## src/verilog/spi_flags_pkg.sv

```systemverilog
/*
 * Shared constants and types for the serial port status, flag and data buffer block.
 * Assumes a 32-bit AHB-Lite bus with one slave and word-aligned registers.
 */
package spi_flags_pkg;
    // Register indices, byte address is four times the index
    localparam logic [7:0] CTRL_INDEX = 8'h10;
    localparam logic [7:0] STAT_INDEX = 8'h11;
    localparam logic [7:0] DATA_INDEX = 8'h12;
    localparam logic [31:0] CTRL_ADDR = {22'h0, CTRL_INDEX, 2'b00};
    localparam logic [31:0] STAT_ADDR = {22'h0, STAT_INDEX, 2'b00};
    localparam logic [31:0] DATA_ADDR = {22'h0, DATA_INDEX, 2'b00};

    // Control register fields
    localparam int CTRL_RX_IE_BIT = 7;
    localparam int CTRL_MASTER_BIT = 5;
    localparam int CTRL_ENABLE_BIT = 1;
    localparam int CTRL_TX_IE_BIT = 0;
    localparam logic [7:0] CTRL_WRITE_MASK = 8'ha3;
    localparam logic [7:0] CTRL_RESET = 8'h20;

    // Status and control register fields
    localparam int STAT_RX_FULL_BIT = 7;
    localparam int STAT_ERR_IE_BIT = 6;
    localparam int STAT_OVERRUN_BIT = 5;
    localparam int STAT_MODE_FAULT_BIT = 4;
    localparam int STAT_TX_EMPTY_BIT = 3;
    localparam int STAT_FAULT_EN_BIT = 2;
    localparam int STAT_RATE_HI_BIT = 1;
    localparam int STAT_RATE_LO_BIT = 0;
    localparam logic [7:0] STAT_WRITE_MASK = 8'h47;
    localparam logic [7:0] STAT_RESET = 8'h08;

    // Master divisors per rate code
    localparam logic [7:0] RATE_DIV_00 = 8'h02;
    localparam logic [7:0] RATE_DIV_01 = 8'h08;
    localparam logic [7:0] RATE_DIV_10 = 8'h20;
    localparam logic [7:0] RATE_DIV_11 = 8'h80;

    localparam logic [2:0] LAST_BIT = 3'h7;
    localparam int TX_RELOAD_CYCLES = 2;

    localparam logic [1:0] HTRANS_NONSEQ = 2'b10;
    localparam logic HRESP_OKAY = 1'b0;

    typedef struct packed {
        logic hsel;
        logic [31:0] haddr;
        logic [1:0] htrans;
        logic hwrite;
        logic [2:0] hsize;
        logic [31:0] hwdata;
        logic hready;
    } ahb_req_type;

    typedef struct packed {
        logic sclk;
        logic mosi;
        logic miso;
        logic ss_n;
    } spi_pins_type;

    typedef enum logic [1:0] {
        ST_IDLE = 2'b00,
        ST_SHIFT = 2'b01,
        ST_DONE = 2'b11
    } link_state_type;
endpackage
```

## src/verilog/spi_flags.sv

```systemverilog
/*
 * Serial port status flags, data buffers, baud divider and a compact byte shifter.
 * Assumes a single AHB-Lite master, pins already brought into this chip's pads,
 * and a bus clock that stands for the clock generator base output.
 */
`timescale 1ns/1ps
`default_nettype none

// Operation
// - Completed byte sets receive-full, maybe interrupts
// - Any data read clears receive-full
// - Error enable gates overrun, fault interrupts
// - Unread buffer: overrun, keep old byte
// - Overrun clears: status read then data read
// - Slave select rising mid-transfer faults slave
// - Slave select low faults a master
// - Fault clears: status read then data write
// - Handoff to shifter sets transmit-empty
// - Idle: transmit-empty again within two cycles
// - Busy slave holds new byte until done
// - Reset sets transmit-empty, clears receive-full
// - Fault sets only when enabled; sticky
// - Select pin free when disabled or plain master
// - Detection off: master ignores select
// - Rate code picks divisor 2/8/32/128
// - Serial clock is base over twice divisor
// - Rate ignored in slave; reset clears it
// - Data address: write transmit, read receive
// - Receive interrupt enable, reset clears
// - Module enable low is partial reset
module spi_flags (
    input wire logic clk_i,
    input wire logic rst_n_i,
    input wire spi_flags_pkg::ahb_req_type ahb_i,
    output logic [31:0] hrdata_o,
    output logic hreadyout_o,
    output logic hresp_o,
    input wire spi_flags_pkg::spi_pins_type pins_i,
    output logic sclk_o,
    output logic sclk_oe_o,
    output logic mosi_o,
    output logic mosi_oe_o,
    output logic miso_o,
    output logic miso_oe_o,
    output logic ss_gpio_free_o,
    output logic irq_o
);
    import spi_flags_pkg::*;

    function automatic logic [7:0] rate_divisor(input logic [1:0] code);
        case (code)
            2'b00: rate_divisor = RATE_DIV_00;
            2'b01: rate_divisor = RATE_DIV_01;
            2'b10: rate_divisor = RATE_DIV_10;
            default: rate_divisor = RATE_DIV_11;
        endcase
    endfunction

    // Control and configuration
    logic [7:0] ctrl_q;
    logic err_ie_q, fault_en_q;
    logic [1:0] rate_q;
    // Flags
    logic rx_full_q, overrun_q, mode_fault_q, tx_empty_q;
    logic ovr_armed_q, mf_armed_q;
    logic [7:0] tx_buf_q, rx_buf_q;
    // Bus data phase
    logic wr_pend_q;
    logic [7:0] wr_index_q;
    logic [31:0] hrdata_q;
    logic irq_q;
    // Link
    link_state_type state_q;
    logic [7:0] shift_q;
    logic [2:0] bit_cnt_q;
    logic bit_q;
    logic sclk_q;
    logic [7:0] div_cnt_q;
    logic [3:0] pin_meta_q, pin_sync_q;
    logic sclk_prev_q, ss_prev_q;
    logic ss_free_q;
    logic late_sample_q;
    logic master_oe_q, slave_oe_q;

    wire rx_ie = ctrl_q[CTRL_RX_IE_BIT];
    wire master = ctrl_q[CTRL_MASTER_BIT];
    wire enabled = ctrl_q[CTRL_ENABLE_BIT];
    wire tx_ie = ctrl_q[CTRL_TX_IE_BIT];

    // Bus decode
    wire accept = ahb_i.hsel & ahb_i.hready & (ahb_i.htrans == HTRANS_NONSEQ);
    wire [7:0] acc_index = ahb_i.haddr[9:2];
    wire rd_acc = accept & ~ahb_i.hwrite;
    wire rd_ctrl = rd_acc & (acc_index == CTRL_INDEX);
    wire rd_stat = rd_acc & (acc_index == STAT_INDEX);
    wire rd_data = rd_acc & (acc_index == DATA_INDEX);
    wire wr_ctrl = wr_pend_q & (wr_index_q == CTRL_INDEX);
    wire wr_stat = wr_pend_q & (wr_index_q == STAT_INDEX);
    wire wr_data = wr_pend_q & (wr_index_q == DATA_INDEX);
    wire [7:0] wbyte = ahb_i.hwdata[7:0];

    wire [7:0] stat_view = {rx_full_q, err_ie_q, overrun_q, mode_fault_q,
                            tx_empty_q, fault_en_q, rate_q};
    wire [7:0] rd_byte = rd_ctrl ? ctrl_q : rd_stat ? stat_view : rd_data ? rx_buf_q : 8'h00;

    // Synchronised pins: second stage only feeds logic
    wire sclk_s = pin_sync_q[3];
    wire mosi_s = pin_sync_q[2];
    wire miso_s = pin_sync_q[1];
    wire ss_n_s = pin_sync_q[0];
    wire sclk_rise = sclk_s & ~sclk_prev_q;
    wire sclk_fall = ~sclk_s & sclk_prev_q;
    wire ss_rise = ss_n_s & ~ss_prev_q;
    wire slave_sel = enabled & ~master & ~ss_n_s;

    // Master divider: half period of divisor cycles gives base / (2 * divisor)
    wire [7:0] div_now = rate_divisor(rate_q);
    wire half_tick = master & (div_cnt_q == div_now - 8'h01);

    wire m_rise = half_tick & ~sclk_q;
    wire m_fall = half_tick & sclk_q;
    wire edge_rise = master ? m_rise : (slave_sel & sclk_rise);
    wire edge_fall = master ? m_fall : (slave_sel & sclk_fall);
    wire sample_bit = master ? miso_s : mosi_s;
    // Master takes its input one cycle after the rise: the far side answers on
    // the fall and the synchroniser needs two cycles, too slow for divisor 2
    wire take_bit = master ? late_sample_q : edge_rise;

    wire in_idle = (state_q == ST_IDLE);
    // Handoff only while idle; a busy slave keeps the byte buffered
    wire load_now = enabled & in_idle & ~tx_empty_q;
    wire byte_done = (state_q == ST_DONE);
    wire slave_start = in_idle & ~load_now & ~master & edge_rise;

    // Mode fault causes, only while detection is on
    wire fault_slave = enabled & ~master & fault_en_q & ~in_idle & ss_rise;
    wire fault_master = enabled & master & fault_en_q & ~ss_n_s;
    wire fault_set = fault_slave | fault_master;

    // Bus slave
    always_ff @(posedge clk_i or negedge rst_n_i) begin
        if (!rst_n_i) begin
            wr_pend_q <= 1'b0;
            wr_index_q <= 8'h00;
            hrdata_q <= 32'h0000_0000;
        end else begin
            wr_pend_q <= accept & ahb_i.hwrite;
            if (accept) begin
                wr_index_q <= acc_index;
            end
            if (rd_acc) begin
                hrdata_q <= {24'h00_0000, rd_byte};
            end
        end
    end

    // Control and configuration bits
    always_ff @(posedge clk_i or negedge rst_n_i) begin
        if (!rst_n_i) begin
            ctrl_q <= CTRL_RESET;
            err_ie_q <= STAT_RESET[STAT_ERR_IE_BIT];
            fault_en_q <= STAT_RESET[STAT_FAULT_EN_BIT];
            rate_q <= STAT_RESET[1:0];
        end else begin
            if (wr_ctrl) begin
                ctrl_q <= wbyte & CTRL_WRITE_MASK;
            end
            if (wr_stat) begin
                err_ie_q <= wbyte[STAT_ERR_IE_BIT];
                fault_en_q <= wbyte[STAT_FAULT_EN_BIT];
                rate_q <= wbyte[STAT_RATE_HI_BIT:STAT_RATE_LO_BIT];
            end
        end
    end

    // Buffers and flags; a set in the same cycle as a clear wins
    always_ff @(posedge clk_i or negedge rst_n_i) begin
        if (!rst_n_i) begin
            rx_full_q <= STAT_RESET[STAT_RX_FULL_BIT];
            overrun_q <= STAT_RESET[STAT_OVERRUN_BIT];
            mode_fault_q <= STAT_RESET[STAT_MODE_FAULT_BIT];
            tx_empty_q <= STAT_RESET[STAT_TX_EMPTY_BIT];
            ovr_armed_q <= 1'b0;
            mf_armed_q <= 1'b0;
            tx_buf_q <= 8'h00;
            rx_buf_q <= 8'h00;
        end else begin
            if (rd_stat && overrun_q) begin
                ovr_armed_q <= 1'b1;
            end
            if (rd_stat && mode_fault_q) begin
                mf_armed_q <= 1'b1;
            end
            if (rd_data) begin
                rx_full_q <= 1'b0;
                if (ovr_armed_q) begin
                    overrun_q <= 1'b0;
                    ovr_armed_q <= 1'b0;
                end
            end
            if (wr_data) begin
                tx_buf_q <= wbyte;
                tx_empty_q <= 1'b0;
                if (mf_armed_q) begin
                    mode_fault_q <= 1'b0;
                    mf_armed_q <= 1'b0;
                end
            end
            if (byte_done) begin
                if (rx_full_q && !rd_data) begin
                    overrun_q <= 1'b1;
                end else begin
                    rx_buf_q <= shift_q;
                    rx_full_q <= 1'b1;
                end
            end
            if (load_now || !enabled) begin
                tx_empty_q <= 1'b1;
            end
            if (fault_set) begin
                mode_fault_q <= 1'b1;
            end
        end
    end

    // Pin synchronisers
    always_ff @(posedge clk_i or negedge rst_n_i) begin
        if (!rst_n_i) begin
            pin_meta_q <= 4'h1;
            pin_sync_q <= 4'h1;
            sclk_prev_q <= 1'b0;
            ss_prev_q <= 1'b1;
        end else begin
            pin_meta_q <= {pins_i.sclk, pins_i.mosi, pins_i.miso, pins_i.ss_n};
            pin_sync_q <= pin_meta_q;
            sclk_prev_q <= sclk_s;
            ss_prev_q <= ss_n_s;
        end
    end

    // Byte shifter; clearing the enable drops any transfer
    always_ff @(posedge clk_i or negedge rst_n_i) begin
        if (!rst_n_i) begin
            state_q <= ST_IDLE;
            shift_q <= 8'h00;
            bit_cnt_q <= 3'h0;
            bit_q <= 1'b0;
            sclk_q <= 1'b0;
            div_cnt_q <= 8'h00;
            late_sample_q <= 1'b0;
        end else if (!enabled) begin
            state_q <= ST_IDLE;
            bit_cnt_q <= 3'h0;
            sclk_q <= 1'b0;
            div_cnt_q <= 8'h00;
            late_sample_q <= 1'b0;
        end else begin
            div_cnt_q <= (half_tick || in_idle) ? 8'h00 : div_cnt_q + 8'h01;
            late_sample_q <= m_rise & (state_q == ST_SHIFT);
            case (state_q)
                ST_IDLE: begin
                    if (load_now) begin
                        shift_q <= tx_buf_q;
                        if (master) begin
                            state_q <= ST_SHIFT;
                        end
                    end else if (slave_start) begin
                        bit_q <= sample_bit;
                        state_q <= ST_SHIFT;
                    end
                end
                ST_SHIFT: begin
                    if (master && half_tick) begin
                        sclk_q <= ~sclk_q;
                    end
                    if (take_bit) begin
                        bit_q <= sample_bit;
                    end
                    if (edge_fall) begin
                        shift_q <= {shift_q[6:0], bit_q};
                        bit_cnt_q <= bit_cnt_q + 3'h1;
                        if (bit_cnt_q == LAST_BIT) begin
                            state_q <= ST_DONE;
                        end
                    end
                end
                ST_DONE: begin
                    state_q <= ST_IDLE;
                end
                default: begin
                    state_q <= ST_IDLE;
                end
            endcase
        end
    end

    // Pin roles and interrupt
    always_ff @(posedge clk_i or negedge rst_n_i) begin
        if (!rst_n_i) begin
            ss_free_q <= 1'b1;
            irq_q <= 1'b0;
            master_oe_q <= 1'b0;
            slave_oe_q <= 1'b0;
        end else begin
            ss_free_q <= ~enabled | (master & ~fault_en_q);
            master_oe_q <= enabled & master;
            slave_oe_q <= enabled & ~master & ~ss_n_s;
            irq_q <= (rx_full_q & rx_ie) | (tx_empty_q & tx_ie)
                     | (err_ie_q & (overrun_q | mode_fault_q));
        end
    end

    assign hrdata_o = hrdata_q;
    assign hreadyout_o = 1'b1;
    assign hresp_o = HRESP_OKAY;
    assign sclk_o = sclk_q;
    assign sclk_oe_o = master_oe_q;
    assign mosi_o = shift_q[7];
    assign mosi_oe_o = master_oe_q;
    assign miso_o = shift_q[7];
    assign miso_oe_o = slave_oe_q;
    assign ss_gpio_free_o = ss_free_q;
    assign irq_o = irq_q;

    // Assertion helper: cycles since the serial clock last moved in a transfer
    logic [7:0] hold_cnt_q;
    logic sclk_seen_q;
    always_ff @(posedge clk_i or negedge rst_n_i) begin
        if (!rst_n_i) begin
            hold_cnt_q <= 8'h00;
            sclk_seen_q <= 1'b0;
        end else begin
            sclk_seen_q <= sclk_q;
            if (state_q != ST_SHIFT) begin
                hold_cnt_q <= 8'h00;
            end else if (sclk_q != sclk_seen_q) begin
                hold_cnt_q <= 8'h01;
            end else begin
                hold_cnt_q <= hold_cnt_q + 8'h01;
            end
        end
    end

    // Checks
    a_rx_full_set: assert property (@(posedge clk_i) disable iff (!rst_n_i)
        byte_done && !rx_full_q |=> rx_full_q && rx_buf_q == $past(shift_q))
        else $error("receive-full not set on completed byte");
    a_data_read_clr: assert property (@(posedge clk_i) disable iff (!rst_n_i)
        rd_data && !byte_done |=> !rx_full_q)
        else $error("data read left receive-full set");
    a_overrun_keeps: assert property (@(posedge clk_i) disable iff (!rst_n_i)
        byte_done && rx_full_q && !rd_data |=> overrun_q && $stable(rx_buf_q))
        else $error("overrun lost old byte or flag");
    a_overrun_clear: assert property (@(posedge clk_i) disable iff (!rst_n_i)
        $fell(overrun_q) |-> $past(rd_data) && $past(ovr_armed_q))
        else $error("overrun cleared without status then data read");
    a_fault_clear: assert property (@(posedge clk_i) disable iff (!rst_n_i)
        $fell(mode_fault_q) |-> $past(wr_data) && $past(mf_armed_q))
        else $error("mode fault cleared without status read then write");
    a_fault_needs_en: assert property (@(posedge clk_i) disable iff (!rst_n_i)
        $rose(mode_fault_q) |-> $past(fault_en_q))
        else $error("mode fault set while detection off");
    a_master_fault: assert property (@(posedge clk_i) disable iff (!rst_n_i)
        enabled && master && fault_en_q && !ss_n_s |=> mode_fault_q)
        else $error("master fault not flagged");
    a_tx_reload: assert property (@(posedge clk_i) disable iff (!rst_n_i)
        wr_data && enabled && in_idle && !master ##1 in_idle |-> ##[0:2] tx_empty_q)
        else $error("idle transmit buffer not emptied in two cycles");
    a_irq_gate: assert property (@(posedge clk_i) disable iff (!rst_n_i)
        !rx_ie && !tx_ie && !err_ie_q ##1 !rx_ie && !tx_ie && !err_ie_q |-> !irq_o)
        else $error("interrupt raised with all enables off");
    a_master_rate: assert property (@(posedge clk_i) disable iff (!rst_n_i)
        master && state_q == ST_SHIFT && sclk_q != sclk_seen_q
        |-> hold_cnt_q == rate_divisor(rate_q))
        else $error("serial clock half period wrong");
    a_gpio_role: assert property (@(posedge clk_i) disable iff (!rst_n_i)
        enabled && !master ##1 enabled && !master |-> !ss_gpio_free_o)
        else $error("slave select released in slave mode");

    c_byte_done: cover property (@(posedge clk_i) disable iff (!rst_n_i) byte_done);
    c_overrun: cover property (@(posedge clk_i) disable iff (!rst_n_i) $rose(overrun_q));
    c_fault: cover property (@(posedge clk_i) disable iff (!rst_n_i) $rose(mode_fault_q));
    c_irq: cover property (@(posedge clk_i) disable iff (!rst_n_i) $rose(irq_o));
endmodule

`default_nettype wire

```

## config.mk

```make
export PLATFORM = sky130hd
export DESIGN_NAME = spi_flags
export DESIGN_NICKNAME = d
export VERILOG_FILES = /design/src/verilog/spi_flags_pkg.sv /design/src/verilog/spi_flags.sv
export SDC_FILE = /design/constraint.sdc
export NUM_CORES = 1
export LEC_CHECK = 0
export BUFFER_PORTS_ARGS = -buffer_cell sky130_fd_sc_hd__buf_2
export CAP_MARGIN = 20
export CORE_UTILIZATION = 55
export DETAILED_ROUTE_END_ITERATION = 6
export HOLD_SLACK_MARGIN = 0.15
export PLACE_DENSITY = 0.85
export SYNTH_ARGS = -nofsm -noshare
export SYNTH_HDL_FRONTEND = slang
export SYNTH_SLANG_ARGS = --single-unit
```

## constraint.sdc

```tcl
create_clock -name clk_i -period 6.9 [get_ports clk_i]
set_clock_uncertainty 0.15 [all_clocks]
set_input_delay 1.38 -clock clk_i [delete_from_list [all_inputs] [get_ports clk_i]]
set_output_delay 1.38 -clock clk_i [all_outputs]
set_load 0.005 [all_outputs]
```

Word level (Yosys, flattened, before mapping)
Cells that the tools add are included.
{"block": "word_totals", "ff_bits": 85, "in_bits": 78, "out_inout_bits": 42}
{"block": "classes", "bitwise_logic": 54, "addsub": 3, "n_reduce_logical": 21, "eq_ne": 25, "mux": 49}
{"operator": "$mux 8", "count": 7}
{"operator": "$eq 8x5->1 const B", "count": 6}
{"operator": "$and 1x1->1", "count": 36}
{"operator": "$mux 1", "count": 29}
{"operator": "$pmux 8 s3", "count": 1}
{"operator": "$pmux 8 s2", "count": 1}
{"operator": "$not 1->1", "count": 13}
{"operator": "$mux 2", "count": 6}
{"operator": "$ne 2x1->1 const B", "count": 5}
{"operator": "$mux 3", "count": 3}
{"operator": "$add 8x1->8 const B", "count": 1}
{"operator": "$eq 8x8->1", "count": 1}
{"operator": "$reduce_and 2->1", "count": 4}
{"operator": "$reduce_and 4->1", "count": 2}
{"operator": "$reduce_bool 2->1", "count": 4}
{"operator": "$sub 8x1->8 const B", "count": 1}
{"operator": "$eq 2x2->1 const B", "count": 3}
{"operator": "$ne 2x2->1 const B", "count": 3}
{"operator": "$or 1x1->1", "count": 5}
{"operator": "$reduce_and 5->1", "count": 1}
{"operator": "$eq 2x1->1 const B", "count": 2}
{"operator": "$logic_and 1x1->1", "count": 4}
{"operator": "$logic_not 2->1", "count": 2}
{"operator": "$ne 4x2->1 const B", "count": 1}
{"operator": "9 further kinds", "count": 11}

Depth between registers and ports, before layout
{"block": "depth", "ltp_word": 12, "depth_mapped": 6, "depth_no_buf": 5}

Worst setup path after synthesis
OpenSTA, ideal clock, no wires.
{"block": "synth_timing", "path_type": "input port to flip-flop", "from": "in ahb_i[44] (netlist name)", "to": "reg rx_buf_q[0]", "arrival_time_ns": 2.743, "cell_stages": 5, "setup_time_ns": 0.125, "t_required_ns": 6.625, "slack_ns": 3.882, "cell_sequence": "nor4b_1 -> nand4b_1 -> o21ai_0 -> nand3_2 -> mux2_2"}
{"block": "synth_via", "elab_chain_cells": 6}
{"element": "start, declared", "line": "spi_flags.sv:34", "source": "input wire spi_flags_pkg::ahb_req_type ahb_i,"}
{"element": "$eq 8x5->1", "line": "spi_flags.sv:96", "source": "wire rd_data = rd_acc & (acc_index == DATA_INDEX);"}
{"element": "$and 1x1->1", "line": "spi_flags.sv:96"}
{"element": "$logic_not 1->1", "line": "spi_flags.sv:210", "source": "if (rx_full_q && !rd_data) begin"}
{"element": "$logic_and 1x1->1", "line": "spi_flags.sv:210"}
{"element": "$not 1->1 (no source line)"}
{"element": "$reduce_and 2->1 (no source line)"}
{"element": "end signal, assigned", "line": "spi_flags.sv:213", "source": "rx_buf_q <= shift_q;"}
{"element": "end, declared", "line": "spi_flags.sv:66", "source": "logic [7:0] tx_buf_q, rx_buf_q;"}
Every way passes these cells.
A chain may end at the register's enable or synchronous reset.

Worst setup path in the final report
{"block": "layout_timing", "from": "in ahb_i[37] (netlist name)", "to": "reg rx_buf_q[1]"}
{"block": "layout_via", "elab_chain_cells": 8}
{"element": "$eq 2x2->1", "line": "spi_flags.sv:91", "source": "wire accept = ahb_i.hsel & ahb_i.hready & (ahb_i.htrans == HTRANS_NONSEQ);"}
{"element": "$and 1x1->1", "line": "spi_flags.sv:91"}
{"element": "$and 1x1->1", "line": "spi_flags.sv:93", "source": "wire rd_acc = accept & ~ahb_i.hwrite;"}
{"element": "$and 1x1->1", "line": "spi_flags.sv:96"}
{"element": "$logic_not 1->1", "line": "spi_flags.sv:210"}
{"element": "$logic_and 1x1->1", "line": "spi_flags.sv:210"}
{"element": "$not 1->1 (no source line)"}
{"element": "$reduce_and 2->1 (no source line)"}
Every way passes these cells.

==> summary.txt <==
Outcome: completed
RSZ-0062 raised after global routing: false
Die Ht: 86.2 um
Initial antenna violation count: 0
Number of DRC markers in iteration 0: 128
Critical path, cell by cell: buf_2, nand4b_1, nand4b_1, o21ai_0, nand3_2, mux2_2
Max-slew headroom: 49.3%
Register share of total power: 56.4%
Antenna Nets Post-Route: 0
Buffers on Ports: 42
Maximum capacitance violations: 0
Netlist Area Pre-Place: 3900 um2
Core box area: 6830 um2
Worst path required time: 6990 ps
Seq/Total Area, Yosys: 54.8%
Worst slew pin tran: 755 ps
Smallest hold slack: 209 ps
Worst path top cell family by delay: simple AND/OR/NAND/NOR gates
Fin nets: 460
CP max-delay cell: o21ai_0
Clock buffer count from CTS: 9
Area leader, netlist: dfrtp_1
Most frequent cells after synthesis: dfrtp_1, nand2_1, mux2_2
DR pass1 iterations: 4
Final setup vio count: 0
IO Count: 120
Pwr dens: 220 nW/um2
DRT Wirelength: 6920 um
CP most frequent cell: nand4b_1
Grt total ovfl: 0
CP endpoint kind: register
Share of cells above drive strength 1: 29.4%
Leakage: 2.12 nW
Top-area cell type share of the netlist area: 50.7%
Max stage delay on crit path: 550 ps
Count of cell types in the netlist: 49
Synth area leaders: dfrtp_1, mux2_2, buf_4
CTS tree: built
EDFF count, synth: 0
CTS Buffer Depth: 2
Clock group share of total power: 37.6%
Full die area: 7420 um2
# diodes: 0
Htree depth: 3
Syn avg cell area: 11.6 um2
Final min period: 3590 ps
Largest net degree at the start of global routing: 86
CTS clock-pin slew for the worst setup and hold paths: 80 ps
DR WL/cell: 14.4 um
Top-count cell post-synth: dfrtp_1
Max Slew Vio Count: 0
Synth-to-Final Area Change: 10.7%
Setup TNS: 0 ps
Peak VDD IR: 172 uV
Critical Path Source Type: input pin
Die extent in x: 86.2 um
Critical path arrival: 3680 ps
FFs w/ async S/R, synth: 100%
Net Switching: 223 uW
Via count: 2501
CP bufs+invs: 1
Clock sinks: 85
Synth warn: 0
Hold buffer count at cts: 0
Crit Path Class: input pin to register
Root Driver: clkbuf_8
First-pass GRT wire length: 11800 um
Fin crit share: 52.1%
Syn Inst Count: 337
Comb power frac: 6.0%
FP Rows: 30
Fin. Hold Viols: 0
HP Class: register to register
Total track usage: 20.7%
Final HPWL DP: 4940 um
PostCTS Resize Cnt: 0
Synthesized flop and latch total: 85
Leading register cell type out of synthesis: dfrtp_1
Vias/cell: 5.21
Internal power: 727 uW
Latest clock arrival within the worst-skew pair: 350 ps
Fmax achieved: 0.278 GHz
GP Congestion: 0.785
Initial Utilization: 57.0%
Post-CTS Setup Repair Bufs: 0
CP max FO: 11
DRC errors left: 0
Vias in the first global route: 2516
Sw Share: 23.5%
flip-flops by register name, summed over array words and instances (netlist names), 8 cells and up:
name / cells
shift_q: 8
rx_buf_q: 8
wr_index_q: 8
tx_buf_q: 8
hrdata_o: 8
div_cnt_q: 8
worst register-to-register path: cells and delay by family, from the launching register on:
| kind | cells | cell delay, ps |
|---|---|---|
| AND/OR/NAND/NOR | 2 | 750 |
| AO/OA/AOI/OAI | 2 | 530 |
| flip-flops | 1 | 670 |
| multiplexers | 1 | 340 |
worst paths after layout:
path	from	end	slack [ps]	cells past startpoint
max in group asynchronous	rst_n_i	tx_empty_q	5300	2
worst max-delay path	ahb_i[37]	rx_buf_q[1]	3310	6
worst min register to register	pin_meta_q[0]	pin_sync_q[0]	210	0
worst min-delay path	pin_meta_q[0]	pin_sync_q[0]	210	0
min in group asynchronous	rst_n_i	pin_meta_q[1]	700	1
worst max register to register	ctrl_q[1]	shift_q[1]	4350	5
through the flow:
| step | std cells | utilization (%) | power (mW) | instance area [um2] | setup slack (ps) |
|---|---|---|---|---|---|
| after floorplan | 361 | - | 0.582 | 3990 | 3880 |
| after global placement | 463 | 59.7 | 0.596 | 4080 | 3170 |
| after detailed placement | 463 | 59.7 | 0.601 | 4080 | 2980 |
| after CTS | 479 | 62.7 | 0.959 | 4290 | 3350 |
| after global routing | 480 | 63.2 | 0.994 | 4310 | 3180 |
| final | 480 | 63.2 | 0.951 | 4310 | 3310 |
logic make-up after synthesis:
family	count (synthesis)	share of synthesized area, %
AND/OR/NAND/NOR	110	14.5
AO/OA/AOI/OAI	38	6.71
other	2	0.193
adder cells (fa/ha/maj)	3	0.963
XOR/XNOR	6	1.35
buffers and inverters	45	7.06
flip-flops	85	54.8
multiplexers	48	14.4
layout make-up:
cell class | count | area, um2
clock buffers | 10 | 138
repair buffers | 43 | 240
flip-flops and latches | 85 | 2130
multi-input cells | 231 | 1580
inverters | 9 | 33.8
clock inverters | 6 | 71.3
fillers | 544 | 2520
well taps | 96 | 120
cells in the final DEF, fill, tap and decap left out, drive strengths merged, types with 2 or more instances in the layout:
| master | synthesis | routed |
|---|---|---|
| nor4b | 3 | 3 |
| nor3 | 3 | 3 |
| inv | 9 | 10 |
| nand4b | 3 | 3 |
| dfrtp | 79 | 79 |
| clkbuf | 7 | 10 |
| a21oi | 9 | 9 |
| nand2b | 4 | 4 |
| and2 | 3 | 3 |
| o21a | 2 | 2 |
| clkinv | 0 | 3 |
| or3 | 2 | 2 |
| conb | 2 | 26 |
| xor2 | 5 | 5 |
| mux2i | 7 | 7 |
| nand2 | 49 | 49 |
| nand3 | 10 | 10 |
| nor2b | 4 | 4 |
| buf | 29 | 43 |
| nor3b | 2 | 2 |
| o211ai | 2 | 2 |
| o21ai | 14 | 14 |
| a22oi | 2 | 2 |
| ha | 3 | 3 |
| and3 | 2 | 2 |
| nor2 | 17 | 17 |
| a222oi | 3 | 3 |
| mux2 | 41 | 41 |
| dfstp | 6 | 6 |
power by group through the flow:
stage / logic, mW / clock network, mW / registers [mW]
after floorplan: 0.0423 / 0 / 0.540
after global placement: 0.0527 / 0 / 0.543
after detailed placement: 0.0555 / 0 / 0.545
after CTS: 0.0558 / 0.367 / 0.536
after global routing: 0.0648 / 0.390 / 0.539
final: 0.0568 / 0.358 / 0.536
routing by layer:
layer | track usage (%) | wire length [um] | up-vias
met5 | 0 | 0 | -
met4 | 7.88 | 149 | 0
met3 | 6.45 | 310 | 12
met2 | 35.1 | 3510 | 67
met1 | 24.6 | 2950 | 1233
li1 | - | - | 1189
Power figures use the tool's default switching activity.
